$ cat config.mk
export PLATFORM = sky130hd
export DESIGN_NAME = fbs_slave
export DESIGN_NICKNAME = d
export VERILOG_FILES = /design/src/verilog/fbs_pkg.sv /design/src/verilog/fbs_slave.sv /design/src/verilog/fbs_image_ram.sv /design/src/verilog/fbs_watchdog.sv
export SDC_FILE = /design/constraint.sdc
export NUM_CORES = 1
export LEC_CHECK = 0
export BUFFER_PORTS_ARGS = -buffer_cell sky130_fd_sc_hd__buf_2
export CAP_MARGIN = 15
export CORE_ASPECT_RATIO = 1.4
export CORE_UTILIZATION = 35
export CTS_BUF_LIST = sky130_fd_sc_hd__clkbuf_4 sky130_fd_sc_hd__clkbuf_8
export DETAILED_ROUTE_END_ITERATION = 10
export SYNTH_ARGS = -nofsm -noshare
export SYNTH_HDL_FRONTEND = slang
export SYNTH_SLANG_ARGS = --single-unit
$ cat constraint.sdc
create_clock -name REF_CLK -period 10.3 [get_ports REF_CLK]
set_input_delay 0.515 -clock REF_CLK [delete_from_list [all_inputs] [get_ports REF_CLK]]
set_output_delay 0.515 -clock REF_CLK [all_outputs]
set_load 0.02 [all_outputs]
$ cat src/verilog/fbs_pkg.sv
package fbs_pkg;
  // apb register byte offsets
  localparam logic [7:0]  REG_CTRL      = 8'h00;
  localparam logic [7:0]  REG_ADDR      = 8'h04;
  localparam logic [7:0]  REG_WDTIME    = 8'h08;
  localparam logic [7:0]  REG_SVCADDR   = 8'h0c;
  localparam logic [7:0]  REG_SUBST     = 8'h10;
  localparam logic [7:0]  REG_STATUS    = 8'h14;
  localparam logic [7:0]  REG_CMD       = 8'h18;
  // control register fields
  localparam int          CTRL_WD_EN    = 0;
  localparam int          CTRL_MODSTAT  = 1;
  localparam int          CTRL_STATCMD  = 2;
  localparam int          CTRL_SUPPRESS = 3;
  localparam int          CTRL_ADDDIAG  = 4;
  localparam int          CTRL_DIAGOFS  = 5;
  localparam int          CTRL_BUSMON   = 6;
  localparam int          CTRL_MEDIA    = 7;
  localparam int          CTRL_WIDTH    = 8;
  localparam logic [7:0]  CTRL_RESET    = 8'h00;
  // address register fields
  localparam int          ADDR_RED_LSB  = 8;
  localparam logic [6:0]  STA_ADDR_MIN  = 7'h01;
  localparam logic [6:0]  STA_ADDR_MAX  = 7'h7d;
  localparam logic [6:0]  STA_ADDR_DFLT = 7'h7e;
  localparam logic [6:0]  SVC_ADDR_MIN  = 7'h01;
  localparam logic [6:0]  SVC_ADDR_MAX  = 7'h77;
  localparam logic [7:0]  SVC_RED_ADD   = 8'h80;
  localparam logic [6:0]  SVC_ADDR_RST  = 7'h01;
  // watchdog
  localparam logic [15:0] WD_MAX_MS     = 16'hea60;
  localparam logic [15:0] WD_RESET_MS   = 16'h03e8;
  localparam int          CLK_HZ        = 125000000;
  localparam int          MS_PER_S      = 1000;
  localparam int          CYC_PER_MS    = CLK_HZ / MS_PER_S;
  // cyclic data sizes
  localparam int          OUT_BYTES     = 32;
  localparam int          SLOTS         = 48;
  localparam logic [4:0]  MODSTAT_BYTES = 5'd6;
  localparam logic [4:0]  STATCMD_BYTES = 5'd2;
  localparam logic [4:0]  DIAG_BYTES    = 5'd12;
  localparam int          DIAG_BITS     = 2 * SLOTS;
  localparam logic [7:0]  SUBST_RESET   = 8'h00;
  typedef enum logic [1:0] {
    RX_IDLE = 2'b00,
    RX_RECV = 2'b01,
    RX_SKIP = 2'b10
  } fbs_rx_type;
  typedef enum logic [0:0] {
    TX_IDLE = 1'b0,
    TX_SEND = 1'b1
  } fbs_tx_type;
endpackage : fbs_pkg

$ cat src/verilog/fbs_slave.sv
// Behaviour
// - station address 1..125 accepted; unassigned or invalid means address 126
// - silence longer than watchdog time forces substitute values; limit 60000 ms
// - watchdog disabled: missing traffic never applies substitute values
// - module status option adds 6 input bytes, one ok bit per slot
// - status/command option adds 2-byte status input and 2-byte command output
// - suppression off: all-zero exchange deactivates every output
// - suppression on: all-zero exchange ignored, outputs hold previous state
// - extra diagnostics append 12 bytes, 2 bits for each of 48 slots
// - diagnostic offset 0 or 1 shifts module 1 to diagnostic 0 or 1
// - changing status, command, diagnostic or offset options restarts the link
// - extra bus monitoring acts on outputs only, together with the watchdog
// - application redundancy: redundant unit may use its own station address
// - media redundancy: shared address, only the active unit transmits
// - service address 1..119; redundant unit uses primary plus 128
`timescale 1ns/10ps
module fbs_slave
  import fbs_pkg::*;
#(
  parameter int CYCLES_PER_MS = fbs_pkg::CYC_PER_MS
) (
  input  wire logic        REF_CLK,
  input  wire logic        RST_B,
  input  wire logic        PSEL,
  input  wire logic        PENABLE,
  input  wire logic        PWRITE,
  input  wire logic [7:0]  PADDR,
  input  wire logic [31:0] PWDATA,
  output logic      [31:0] PRDATA,
  output logic             PREADY,
  output logic             PSLVERR,
  input  wire logic        REDUNDANT_UNIT,
  input  wire logic        ACTIVE_UNIT,
  input  wire logic        RX_START,
  input  wire logic [6:0]  RX_DEST,
  input  wire logic        RX_DX,
  input  wire logic        RX_VALID,
  input  wire logic [7:0]  RX_DATA,
  input  wire logic        RX_END,
  input  wire logic        RX_GOOD,
  output logic [6:0]       STATION_ADDR,
  output logic [7:0]       SERVICE_ADDR,
  input  wire logic [4:0]  OUT_RADDR,
  output logic [7:0]       OUT_RDATA,
  output logic [15:0]      CMD_WORD,
  output logic             SUBST_ACTIVE,
  output logic             OUTPUTS_CLEARED,
  output logic             BUS_RESTART,
  input  wire logic [47:0] MODULE_OK,
  input  wire logic [15:0] STATUS_WORD,
  input  wire logic [95:0] SLOT_DIAG,
  input  wire logic        TX_REQ,
  input  wire logic        DIAG_REQ,
  output logic             TX_VALID,
  output logic [7:0]       TX_DATA,
  input  wire logic        TX_READY,
  output logic [4:0]       INPUT_EXTRA_LEN,
  output logic [4:0]       DIAG_EXTRA_LEN
);
  import fbs_pkg::*;

  function automatic logic sta_ok(input logic [6:0] a);
    sta_ok = (a >= STA_ADDR_MIN) && (a <= STA_ADDR_MAX);
  endfunction : sta_ok

  logic                  rst_s1_q;
  logic                  rst_n;
  logic                  strap_done_q;
  logic                  red_q;
  logic [CTRL_WIDTH-1:0] ctrl_q;
  logic [6:0]            sta_q;
  logic [6:0]            sta_red_q;
  logic [15:0]           wd_ms_q;
  logic [6:0]            svc_q;
  logic [7:0]            subst_q;
  logic                  restart_q;
  fbs_rx_type            rx_q;
  logic [5:0]            idx_q;
  logic                  nz_q;
  logic [15:0]           cmd_stage_q;
  logic [15:0]           cmd_q;
  logic                  bank_q;
  logic                  clear_q;
  logic                  sub_q;
  logic [7:0]            out_q;
  fbs_tx_type            tx_q;
  logic [95:0]           sh_q;
  logic [4:0]            left_q;
  logic [7:0]            ram_rdata;
  logic                  wd_expired;

  // reset release synchroniser
  always_ff @(posedge REF_CLK or negedge RST_B) begin
    if (!RST_B) begin
      rst_s1_q <= 1'b0;
      rst_n    <= 1'b0;
    end else begin
      rst_s1_q <= 1'b1;
      rst_n    <= rst_s1_q;
    end
  end

  // redundancy strap caught once after release
  always_ff @(posedge REF_CLK or negedge rst_n) begin
    if (!rst_n) begin
      strap_done_q <= 1'b0;
      red_q        <= 1'b0;
    end else if (!strap_done_q) begin
      strap_done_q <= 1'b1;
      red_q        <= REDUNDANT_UNIT;
    end
  end

  // apb decode
  wire        apb_acc   = PSEL && PENABLE;
  wire        apb_wr    = apb_acc && PWRITE;
  wire        hit_ctrl  = (PADDR == REG_CTRL);
  wire        hit_addr  = (PADDR == REG_ADDR);
  wire        hit_wd    = (PADDR == REG_WDTIME);
  wire        hit_svc   = (PADDR == REG_SVCADDR);
  wire        hit_sub   = (PADDR == REG_SUBST);
  wire        hit_stat  = (PADDR == REG_STATUS);
  wire        hit_cmd   = (PADDR == REG_CMD);
  wire        mapped    = hit_ctrl | hit_addr | hit_wd | hit_svc | hit_sub | hit_stat | hit_cmd;
  wire [7:0]  ctrl_new  = PWDATA[7:0];
  wire [6:0]  svc_new   = PWDATA[6:0];
  wire [15:0] wd_new    = (PWDATA[15:0] > WD_MAX_MS) ? WD_MAX_MS : PWDATA[15:0];
  wire        svc_legal = (svc_new >= SVC_ADDR_MIN) && (svc_new <= SVC_ADDR_MAX);
  wire [7:0]  restart_mask = 8'h00 | (8'h01 << CTRL_MODSTAT) | (8'h01 << CTRL_STATCMD)
                           | (8'h01 << CTRL_ADDDIAG) | (8'h01 << CTRL_DIAGOFS);
  wire        opt_change = apb_wr && hit_ctrl && (((ctrl_new ^ ctrl_q) & restart_mask) != 8'h00);

  always_ff @(posedge REF_CLK or negedge rst_n) begin
    if (!rst_n) begin
      ctrl_q    <= CTRL_RESET;
      sta_q     <= 7'h00;
      sta_red_q <= 7'h00;
      wd_ms_q   <= WD_RESET_MS;
      svc_q     <= SVC_ADDR_RST;
      subst_q   <= SUBST_RESET;
      restart_q <= 1'b0;
    end else begin
      restart_q <= opt_change;
      if (apb_wr && hit_ctrl) begin
        ctrl_q <= ctrl_new;
      end
      if (apb_wr && hit_addr) begin
        sta_q     <= PWDATA[6:0];
        sta_red_q <= PWDATA[ADDR_RED_LSB+6:ADDR_RED_LSB];
      end
      if (apb_wr && hit_wd) begin
        wd_ms_q <= wd_new;
      end
      if (apb_wr && hit_svc && svc_legal) begin
        svc_q <= svc_new;
      end
      if (apb_wr && hit_sub) begin
        subst_q <= PWDATA[7:0];
      end
    end
  end

  wire [31:0] status_word = {16'h0000, 1'b0, STATION_ADDR, 5'h00, red_q, clear_q, sub_q};
  assign PRDATA  = !apb_acc || PWRITE ? 32'h00000000 :
                   hit_ctrl ? {24'h000000, ctrl_q} :
                   hit_addr ? {17'h00000, sta_red_q, 1'b0, sta_q} :
                   hit_wd   ? {16'h0000, wd_ms_q} :
                   hit_svc  ? {25'h0000000, svc_q} :
                   hit_sub  ? {24'h000000, subst_q} :
                   hit_stat ? status_word :
                   hit_cmd  ? {16'h0000, cmd_q} : 32'h00000000;
  assign PREADY  = 1'b1;
  assign PSLVERR = apb_acc && !mapped;

  wire [6:0] prim_addr = sta_ok(sta_q) ? sta_q : STA_ADDR_DFLT;
  wire [6:0] red_addr  = sta_ok(sta_red_q) ? sta_red_q : prim_addr;
  assign STATION_ADDR  = (red_q && !ctrl_q[CTRL_MEDIA]) ? red_addr : prim_addr;
  assign SERVICE_ADDR  = red_q ? ({1'b0, svc_q} + SVC_RED_ADD) : {1'b0, svc_q};

  // cyclic output telegram receive
  wire       for_me    = RX_START && (RX_DEST == STATION_ADDR);
  wire       cmd_byte  = ctrl_q[CTRL_STATCMD] && (idx_q < 6'd2);
  wire [5:0] img_idx   = ctrl_q[CTRL_STATCMD] ? idx_q - 6'd2 : idx_q;
  wire       img_we    = (rx_q == RX_RECV) && RX_VALID && !cmd_byte && (img_idx < 6'(OUT_BYTES));
  wire       rx_done   = (rx_q == RX_RECV) && RX_END && RX_GOOD;
  wire       dx_zero   = rx_done && !nz_q;
  wire       dx_ignore = dx_zero && ctrl_q[CTRL_SUPPRESS];
  wire       dx_clear  = dx_zero && !ctrl_q[CTRL_SUPPRESS];
  wire       dx_commit = rx_done && nz_q;
  wire       any_frame = for_me && (rx_q == RX_IDLE);
  wire       wd_restart = rx_done || (!ctrl_q[CTRL_BUSMON] && any_frame) || !ctrl_q[CTRL_WD_EN];

  always_ff @(posedge REF_CLK or negedge rst_n) begin
    if (!rst_n) begin
      rx_q <= RX_IDLE;
      idx_q <= 6'h00;
      nz_q <= 1'b0;
      cmd_stage_q <= 16'h0000;
    end else if (restart_q) begin
      rx_q <= RX_IDLE;
    end else begin
      case (rx_q)
        RX_IDLE: begin
          idx_q <= 6'h00;
          nz_q  <= 1'b0;
          if (RX_START) begin
            rx_q <= (for_me && RX_DX) ? RX_RECV : RX_SKIP;
          end
        end
        RX_RECV: begin
          if (RX_VALID) begin
            if (idx_q != 6'h3f) begin
              idx_q <= idx_q + 6'h01;
            end
            nz_q <= nz_q | (RX_DATA != 8'h00);
            if (cmd_byte) begin
              cmd_stage_q <= idx_q[0] ? {RX_DATA, cmd_stage_q[7:0]} : {cmd_stage_q[15:8], RX_DATA};
            end
          end
          if (RX_END) begin
            rx_q <= RX_IDLE;
          end
        end
        RX_SKIP: begin
          if (RX_END) begin
            rx_q <= RX_IDLE;
          end
        end
        default: begin
          rx_q <= RX_IDLE;
        end
      endcase
    end
  end

  always_ff @(posedge REF_CLK or negedge rst_n) begin
    if (!rst_n) begin
      bank_q  <= 1'b0;
      cmd_q   <= 16'h0000;
      clear_q <= 1'b1;
      sub_q   <= 1'b0;
    end else begin
      if (dx_commit) begin
        bank_q  <= !bank_q;
        clear_q <= 1'b0;
        if (ctrl_q[CTRL_STATCMD]) begin
          cmd_q <= cmd_stage_q;
        end
      end else if (dx_clear) begin
        clear_q <= 1'b1;
        cmd_q   <= 16'h0000;
      end
      if (wd_expired && ctrl_q[CTRL_WD_EN]) begin
        sub_q <= 1'b1;
      end else if (dx_commit || dx_clear) begin
        sub_q <= 1'b0;
      end
    end
  end

  fbs_image_ram u_ram (
    .clk   (REF_CLK),
    .we    (img_we),
    .waddr ({!bank_q, img_idx[4:0]}),
    .wdata (RX_DATA),
    .raddr ({bank_q, OUT_RADDR}),
    .rdata (ram_rdata)
  );

  fbs_watchdog #(
    .CYCLES_PER_MS (CYCLES_PER_MS)
  ) u_wd (
    .clk      (REF_CLK),
    .rst_n    (rst_n),
    .restart  (wd_restart),
    .limit_ms (wd_ms_q),
    .expired  (wd_expired)
  );

  // output image with substitute and clear applied
  always_ff @(posedge REF_CLK or negedge rst_n) begin
    if (!rst_n) begin
      out_q <= 8'h00;
    end else begin
      out_q <= sub_q ? subst_q : (clear_q ? 8'h00 : ram_rdata);
    end
  end

  assign OUT_RDATA       = out_q;
  assign CMD_WORD        = cmd_q;
  assign SUBST_ACTIVE    = sub_q;
  assign OUTPUTS_CLEARED = clear_q && !sub_q;
  assign BUS_RESTART     = restart_q;

  // extra cyclic inputs and diagnostics
  // option byte counts, transmit gate and input/diagnostic data vectors
  wire [4:0]  len_ms  = ctrl_q[CTRL_MODSTAT] ? MODSTAT_BYTES : 5'd0;
  wire [4:0]  len_sc  = ctrl_q[CTRL_STATCMD] ? STATCMD_BYTES : 5'd0;
  wire [4:0]  len_dg  = ctrl_q[CTRL_ADDDIAG] ? DIAG_BYTES : 5'd0;
  wire        may_tx  = !(ctrl_q[CTRL_MEDIA] && !ACTIVE_UNIT);
  wire [63:0] in_vec  = ctrl_q[CTRL_MODSTAT] ? {STATUS_WORD, MODULE_OK} : {48'h0, STATUS_WORD};
  wire [95:0] dg_vec  = ctrl_q[CTRL_DIAGOFS] ? {SLOT_DIAG[DIAG_BITS-3:0], 2'b00} : SLOT_DIAG;
  wire        tx_go   = (tx_q == TX_IDLE) && may_tx;

  always_ff @(posedge REF_CLK or negedge rst_n) begin
    if (!rst_n) begin
      tx_q   <= TX_IDLE;
      sh_q   <= 96'h0;
      left_q <= 5'd0;
    end else if (restart_q) begin
      tx_q   <= TX_IDLE;
      left_q <= 5'd0;
    end else begin
      case (tx_q)
        TX_IDLE: begin
          if (tx_go && TX_REQ && ((len_ms + len_sc) != 5'd0)) begin
            sh_q   <= {32'h0, in_vec};
            left_q <= len_ms + len_sc;
            tx_q   <= TX_SEND;
          end else if (tx_go && DIAG_REQ && (len_dg != 5'd0)) begin
            sh_q   <= dg_vec;
            left_q <= len_dg;
            tx_q   <= TX_SEND;
          end
        end
        TX_SEND: begin
          if (TX_READY) begin
            sh_q   <= {8'h00, sh_q[95:8]};
            left_q <= left_q - 5'd1;
            if (left_q == 5'd1) begin
              tx_q <= TX_IDLE;
            end
          end
        end
        default: begin
          tx_q <= TX_IDLE;
        end
      endcase
    end
  end

  assign TX_VALID        = (tx_q == TX_SEND);
  assign TX_DATA         = sh_q[7:0];
  assign INPUT_EXTRA_LEN = len_ms + len_sc;
  assign DIAG_EXTRA_LEN  = len_dg;
endmodule : fbs_slave

$ cat src/verilog/fbs_image_ram.sv
`timescale 1ns/10ps
module fbs_image_ram (
  input  wire logic       clk,
  input  wire logic       we,
  input  wire logic [5:0] waddr,
  input  wire logic [7:0] wdata,
  input  wire logic [5:0] raddr,
  output logic      [7:0] rdata
);
  logic [7:0] mem [0:63];

  always_ff @(posedge clk) begin
    if (we) begin
      mem[waddr] <= wdata;
    end
    rdata <= mem[raddr];
  end
endmodule : fbs_image_ram

$ cat src/verilog/fbs_watchdog.sv
`timescale 1ns/10ps
module fbs_watchdog #(
  parameter int CYCLES_PER_MS = 125000
) (
  input  wire logic        clk,
  input  wire logic        rst_n,
  input  wire logic        restart,
  input  wire logic [15:0] limit_ms,
  output logic             expired
);
  logic [16:0] div_q;
  logic [15:0] ms_q;
  wire         tick = (div_q == 17'(CYCLES_PER_MS - 1));

  always_ff @(posedge clk or negedge rst_n) begin
    if (!rst_n) begin
      div_q <= 17'h00000;
      ms_q  <= 16'h0000;
    end else if (restart) begin
      div_q <= 17'h00000;
      ms_q  <= 16'h0000;
    end else begin
      div_q <= tick ? 17'h00000 : div_q + 17'h00001;
      if (tick && !expired) begin
        ms_q <= ms_q + 16'h0001;
      end
    end
  end

  assign expired = (ms_q >= limit_ms);
endmodule : fbs_watchdog

==> out/metrics.cfg, run 1 <==
[synth]
synth_edf_count = 512
async_flop_share_pct = 32.0
syn_inst = 2375
ys_ff_latch = 765
syn_avg_cell_area_sq_um = 14.4
ys_seq_area_share_pct = 63.3
yosysWarnings = 0
synth.distinct_cells = 71
synthesis.area_sq_um = 34300
synth_ff_type = edfxtp_1

[critical_path]
cp_slowest_stage_delay_ps = 700
cp.buffers_inverters = 1
worst-r2r-cell-count = 7
cp_slowest_cell = o21ai_1
crit_fanout = 14
start_kind = flip-flop
worstSetupPathType = reg2out
end_kind = output pin
cp.arrival_ps = 3630
path_depth = 7
ff2ff_setup_slack_ps = 6190
crit_required_ps = 9790
cp_cell_sequence = nand4_1 -> o21ai_1 -> nor2_1 -> o21ai_0 -> a22oi_1 -> nor2_1 -> buf_2
cp_top_family = compound AO/OA/AOI/OAI gates
crit_top_cell = nor2_1

[power]
intPower_uw = 5350
swShare_pct = 27.3
total_power_uw = 7360
power_frac_seq_pct = 49.3
power.switching_uw = 2010
p_leak_uw = 0.0143
max-vdd-ir-drop_v = 0.000160
share_comb_of_total_power_pct = 13.9
power_frac_clock_pct = 36.8
power_density_nw_per_um2 = 186

[place]
io_buffer_count = 291
placed_area_sq_um = 36800
routabilityCongestion = 0.863
dp_hpwl_um = 62500

[flow_run]
cap_viol_max_count = 0

[clock_tree]
cts-root-buf = clkbuf_8
htreeDepth = 3
clk_latency_ps = 810
postCtsSetupBuffers = 0
numCtsBuffers = 116
cts_sinks = 765
cts_buffer_depth = 3
clk_pin_slew_ps = 60
cts_tree = built

[global_routing]
grt_pass1_wl_um = 138000
grt_max_degree = 114
grt_pass1_vias = 22600
grt_usage_pct = 18.5
grt_antenna_before_repair = 11
gr-total-overflow = 0

[floorplan]
die-area_sq_um = 99200
coreArea_sq_um = 97000
io_pins = 330
die_h_um = 372
die_w_um = 266
rows = 135
initial_utilization_pct = 35.3

[cells_and_area]
syn_to_final_growth_pct = 15.4
fin_util_pct = 40.8
drive_above_1_share_pct = 27.2
mostFrequentLayoutCell = edfxtp_1
multiInputGateArea_sq_um = 11700
nFillCells = 9029
finalInstanceArea_sq_um = 39500
area.sequential_sq_um = 21700
final_nets = 2933
layout_common_cells = edfxtp_1, buf_2, dfrtp_1

[sta]
tightestPinTransition_ps = 1120
maxSlewHeadroom_pct = 24.6
fin_crit_ps = 4150
rsz0062_at_grt = false
setup_tns_ps = 0
clock-skew-final_ps = 64.3
max_freq_mhz = 241
finalCritPeriodShare_pct = 40.3
hold_viol = 0
slew_violations = 0
setup_viol = 0

[routing]
via_count = 21900
wl_per_cell_um = 22.7
wl_um = 92300
drcViolationCount = 2
firstDrtPassIters = 8
ant_nets = 0
first_iter_violations = 1595
vias_per_cell = 5.38

[status]
violations = DRC
status = finished, violations left

[min_path]
min_path_type = in2reg
whs_path_depth = 3

tightest hold or removal path: stages:
cell and delay (ps):
buf_2 80, a221oi_1 70, o21ai_0 140
state kept, by name (all words and copies together) (netlist names), 2 cells and up:
| register | flops |
|---|---|
| CMD_WORD | 16 |
| OUT_RDATA | 8 |
| cmd_stage_q | 16 |
| ctrl_q | 8 |
| idx_q | 6 |
| left_q | 5 |
| rx_q | 2 |
| sh_q | 96 |
| sta_q | 7 |
| sta_red_q | 7 |
| subst_q | 8 |
| svc_q | 7 |
| u_ram.mem | 512 |
| u_ram.rdata | 8 |
| u_wd.div_q | 17 |
| u_wd.ms_q | 16 |
| wd_ms_q | 16 |
logic make-up (layout without fill, tap and decap cells):
kind of cell	count (synthesis)	after routing	share of synthesized area [%]
AO/OA/AOI/OAI	383	383	7.40
XOR/XNOR	46	46	1.18
adder cells (fa/ha/maj)	28	28	1.02
buffers and inverters	225	591	2.96
flip-flops	765	765	63.3
multiplexers	328	328	16.0
other	2	28	0.0219
AND/OR/NAND/NOR	598	598	8.12
per-stage QoR:
step	hold slack, ps	setup slack, ps	std cells
CTS	1.42	6160	4062
global route	35.4	5810	4067
finish	80.2	6150	4068
global placement	301	6100	3827
floorplan	219	2980	2397
detailed placement	304	6090	3827
layout make-up:
cell class              count  area share [%]
flip-flops and latches    765            54.8
clock buffers             162            5.04
diodes                      4          0.0253
multi-input cells        1407            29.5
inverters                  40           0.380
well taps                1301            4.12
clock inverters            49            1.30
repair buffers            340            4.79
final timing paths:
check                                          from                    to
hold / removal                        MODULE_OK[45]  sh_q[45]$_DFFE_PN0P_
hold reg to reg                     rst_n$_DFF_PN0_  svc_q[5]$_DFFE_PN0P_
setup / recovery           sta_red_q[5]$_DFFE_PN0P_             PRDATA[9]
setup reg to reg              ctrl_q[2]$_DFFE_PN0P_  sh_q[53]$_DFFE_PN0P_
min in group asynchronous           rst_n$_DFF_PN0_  svc_q[5]$_DFFE_PN0P_
max in group asynchronous           rst_n$_DFF_PN0_  sh_q[24]$_DFFE_PN0P_
Yosys cell counts, drive strengths merged (9+ instances only):
cell | count | area (sq um)
o31ai | 10 | 75.1
a211oi | 36 | 270
mux2 | 43 | 503
clkbuf | 100 | 375
a221oi | 48 | 420
xnor2 | 24 | 210
nand2 | 187 | 702
nor3 | 92 | 477
a21oi | 62 | 310
buf | 85 | 490
inv | 40 | 150
nand3 | 44 | 220
o21ai | 133 | 669
xor2 | 22 | 193
nor2b | 25 | 156
a22oi | 13 | 97.6
edfxtp | 512 | 15400
a22o | 37 | 324
nand4 | 23 | 144
and3 | 11 | 68.8
mux4 | 171 | 3850
mux2i | 114 | 1140
nor2 | 162 | 611
ha | 28 | 350
dfrtp | 237 | 5930
nand2b | 9 | 56.3
power groups by stage:
stage               registers (uW)  logic (uW)  clock network (uW)
finish                        3630        1020                2710
global route                  3640        1150                2910
CTS                           3630        1030                2780
detailed placement            3690        1020                   0
global placement              3680         992                   0
floorplan                     3630         754                   0
what timing repair did:
action,in CTS,in global routing
hold buffers,24,0
resized for setup,0,0
hold endpoints to repair,36,0
layer usage:
metal | global-route usage (%) | part of all wire (%) | vias to the layer above
li1 | - | - | 9734
met1 | 20.6 | 37 | 11100
met2 | 32.8 | 52 | 793
met3 | 4.37 | 6.7 | 242
met4 | 9.48 | 4.9 | 8
met5 | 0 | 0.060 | -
Note: power is estimated with default switching activity, not from simulation.
==> run 2: changes to the inputs <==
- clock period: 10.3 -> 3.8 ns (I/O delays scaled with it)
==> out/metrics.cfg, run 2 (synthesis results as in run 1) <==
[status]
status = finished, final reports clean

[critical_path]
crit_top_cell = buf_4
cp.buffers_inverters = 5  ; +4
crit_required_ps = 4470  ; -5320 ps
cp_slowest_cell = dlygate4sd3_1
worstSetupPathType = reg2reg
ff2ff_setup_slack_ps = 280  ; -5910 ps
end_kind = flip-flop
timing.rr.start = ctrl_q[2]$_DFFE_PN0P_
start_kind = flip-flop
cp.arrival_ps = 4190  ; +560 ps
path_depth = 10  ; +3
cp_cell_sequence = buf_4 -> inv_1 -> ha_1 -> and3b_4 -> buf_12 -> nor3b_2 -> buf_4 -> a221oi_1 -> dlygate4sd3_1 -> o21ai_0
cp_top_family = buffers and inverters
cp_slowest_stage_delay_ps = 630  ; -70 ps
r2r_end = sh_q[63]$_DFFE_PN0P_
worst-r2r-cell-count = 10  ; +3
crit_fanout = 117  ; +103

[place]
io_buffer_count = 291  ; unchanged
dp_hpwl_um = 64300  ; +2.9%
routabilityCongestion = 0.874  ; +1.3%

[cells_and_area]
fin_util_pct = 43.4  ; +2.6 points
final_nets = 3194  ; +8.9%
top_regs = u_ram.mem: 512 flops, sh_q: 96 flops, u_wd.div_q: 17 flops
largest_reg_flops = 512  ; unchanged
layout_common_cells = edfxtp_1, buf_2, dfrtp_1
mostFrequentLayoutCell = edfxtp_1
largest_register = u_ram.mem
drive_above_1_share_pct = 27.6  ; +0.40 points
syn_to_final_growth_pct = 22.7

[floorplan]
die_w_um = 266  ; unchanged
initial_utilization_pct = 35.3  ; unchanged
rows = 135  ; unchanged
io_pins = 330  ; unchanged
coreArea_sq_um = 97000  ; unchanged
die-area_sq_um = 99200  ; unchanged
die_h_um = 372  ; unchanged

[routing]
vias_per_cell = 5.29  ; -1.6%
wl_um = 94900  ; +2.8%
firstDrtPassIters = 6  ; -2
wl_per_cell_um = 21.9  ; -3.6%
drcViolationCount = 0  ; -2
via_count = 23000  ; +4.9%
first_iter_violations = 1538  ; -3.6%
ant_nets = 0  ; unchanged

[min_path]
whs_endpoint = sh_q[15]$_DFFE_PN0P_
min_path_type = in2reg
whs_path_depth = 5  ; +2
worstHoldStart = MODULE_OK[15]

[flow_run]
cap_viol_max_count = 0  ; unchanged

[global_routing]
grt_antenna_before_repair = 9  ; -2
grt_pass1_wl_um = 142000  ; +2.5%
gr-total-overflow = 0  ; unchanged
grt_max_degree = 120  ; +5.3%
grt_pass1_vias = 23600  ; +4.4%
grt_usage_pct = 19.0  ; +0.46 points

[power]
power_frac_clock_pct = 35.2  ; -1.6 points
power.switching_uw = 5560  ; +180%
power_frac_seq_pct = 48.5  ; -0.8 points
max-vdd-ir-drop_v = 0.000351  ; +120%
p_leak_uw = 0.0155  ; +8.1%
swShare_pct = 27.4  ; +0.11 points
power_density_nw_per_um2 = 483  ; +160%
intPower_uw = 14700  ; +180%
share_comb_of_total_power_pct = 16.3  ; +2.4 points

[sta]
rsz0062_at_grt = false
max_freq_mhz = 284
setup_tns_ps = 0  ; unchanged
setup_viol = 0  ; unchanged
clock-skew-final_ps = 71.7  ; +7.39 ps
slew_violations = 0  ; unchanged
hold_viol = 0  ; unchanged
fin_crit_ps = 3520
tightestPinTransition_ps = 1000  ; -119 ps
maxSlewHeadroom_pct = 33.0  ; +8.4 points
finalCritPeriodShare_pct = 92.5

[clock_tree]
htreeDepth = 3  ; unchanged
cts_tree = built
clk_pin_slew_ps = 60  ; about the same
cts-root-buf = clkbuf_8
cts_buffer_depth = 3  ; unchanged
cts_sinks = 765  ; unchanged
clk_latency_ps = 810  ; about the same
numCtsBuffers = 118  ; +1.7%
postCtsSetupBuffers = 0  ; unchanged

## run 2: changes by cell type in the layout (fill, tap and decap cells not counted), sizes merged
cell / change
buf: +78
dlygate4sd3: +182
bufinv: -5
clkinv: +8
clkbuf: +4
diode: +2
inv: -2
clkinvlp: +3
## run 2: how the worst max path moves through the flow
| stage | startpoint | endpoint | slack (ps) |
|---|---|---|---|
| after floorplan | idx_q[1]$_DFFE_PN0P_ | u_ram.mem[30][0]$_DFFE_PP_ | 1140 |
| after detailed placement | red_q$_DFFE_PN0N_ | u_wd.div_q[11]$_DFF_PN0_ | 640 |
| final | ctrl_q[2]$_DFFE_PN0P_ | sh_q[63]$_DFFE_PN0P_ | 280 |
| after CTS | sta_red_q[5]$_DFFE_PN0P_ | PRDATA[8] | 10 |
| after global routing | sta_red_q[5]$_DFFE_PN0P_ | PRDATA[8] | 40 |
| after global placement | idx_q[1]$_DFFE_PN0P_ | u_ram.mem[17][2]$_DFFE_PP_ | 740 |
## run 2: routing by layer
metal	track usage [%]	wire (um)
met5	0	37
met4	9.39	4260
met3	3.09	5270
met2	33.8	49200
met1	22.0	36100
## run 2: stage by stage
stage,area [sq um],total power [uW],cells,setup WS [ps],hold slack (ps)
2_1_floorplan,34400,11900,2397,1140,-106
3_3_place_gp,37500,12700,3904,741,-25.6
3_5_place_dp,37500,12800,3904,635,-24.1
4_1_cts,42000,20400,4330,12.7,1.24
5_1_grt,42000,21200,4338,39.8,80.1
6_report,42000,20300,4338,284,65.8
## run 2: power groups by stage
| stage | Clock (uW) | Combinational, uW | Sequential [uW] |
|---|---|---|---|
| floorplan | 0 | 2040 | 9850 |
| global placement | 0 | 2720 | 9970 |
| detailed placement | 0 | 2790 | 9990 |
| CTS | 7340 | 3280 | 9820 |
| global route | 7660 | 3660 | 9870 |
| finish | 7150 | 3310 | 9830 |
## run 2: worst min-delay path, stage by stage
cell and delay (ps):
buf_2 100, mux2i_1 120, a211oi_1 100, a21oi_1 140, o21ai_0 100
## run 2: layout make-up
class / instances / area, sq um
Tap cell: 1301 / 1630
Clock inverter: 53 / 388
Antenna cell: 6 / 15.0
Multi-Input combinational cell: 1407 / 11700
Timing Repair Buffer: 599 / 4410
Clock buffer: 167 / 2090
Sequential cell: 765 / 21700
Fill cell: 8752 / 54900
Inverter: 40 / 150
## run 2: timing repair
item,in CTS,in global routing
endpoints found under the hold margin,283,0
gates resized for setup,0,1
setup endpoints to repair,0,7
hold buffers,206,0
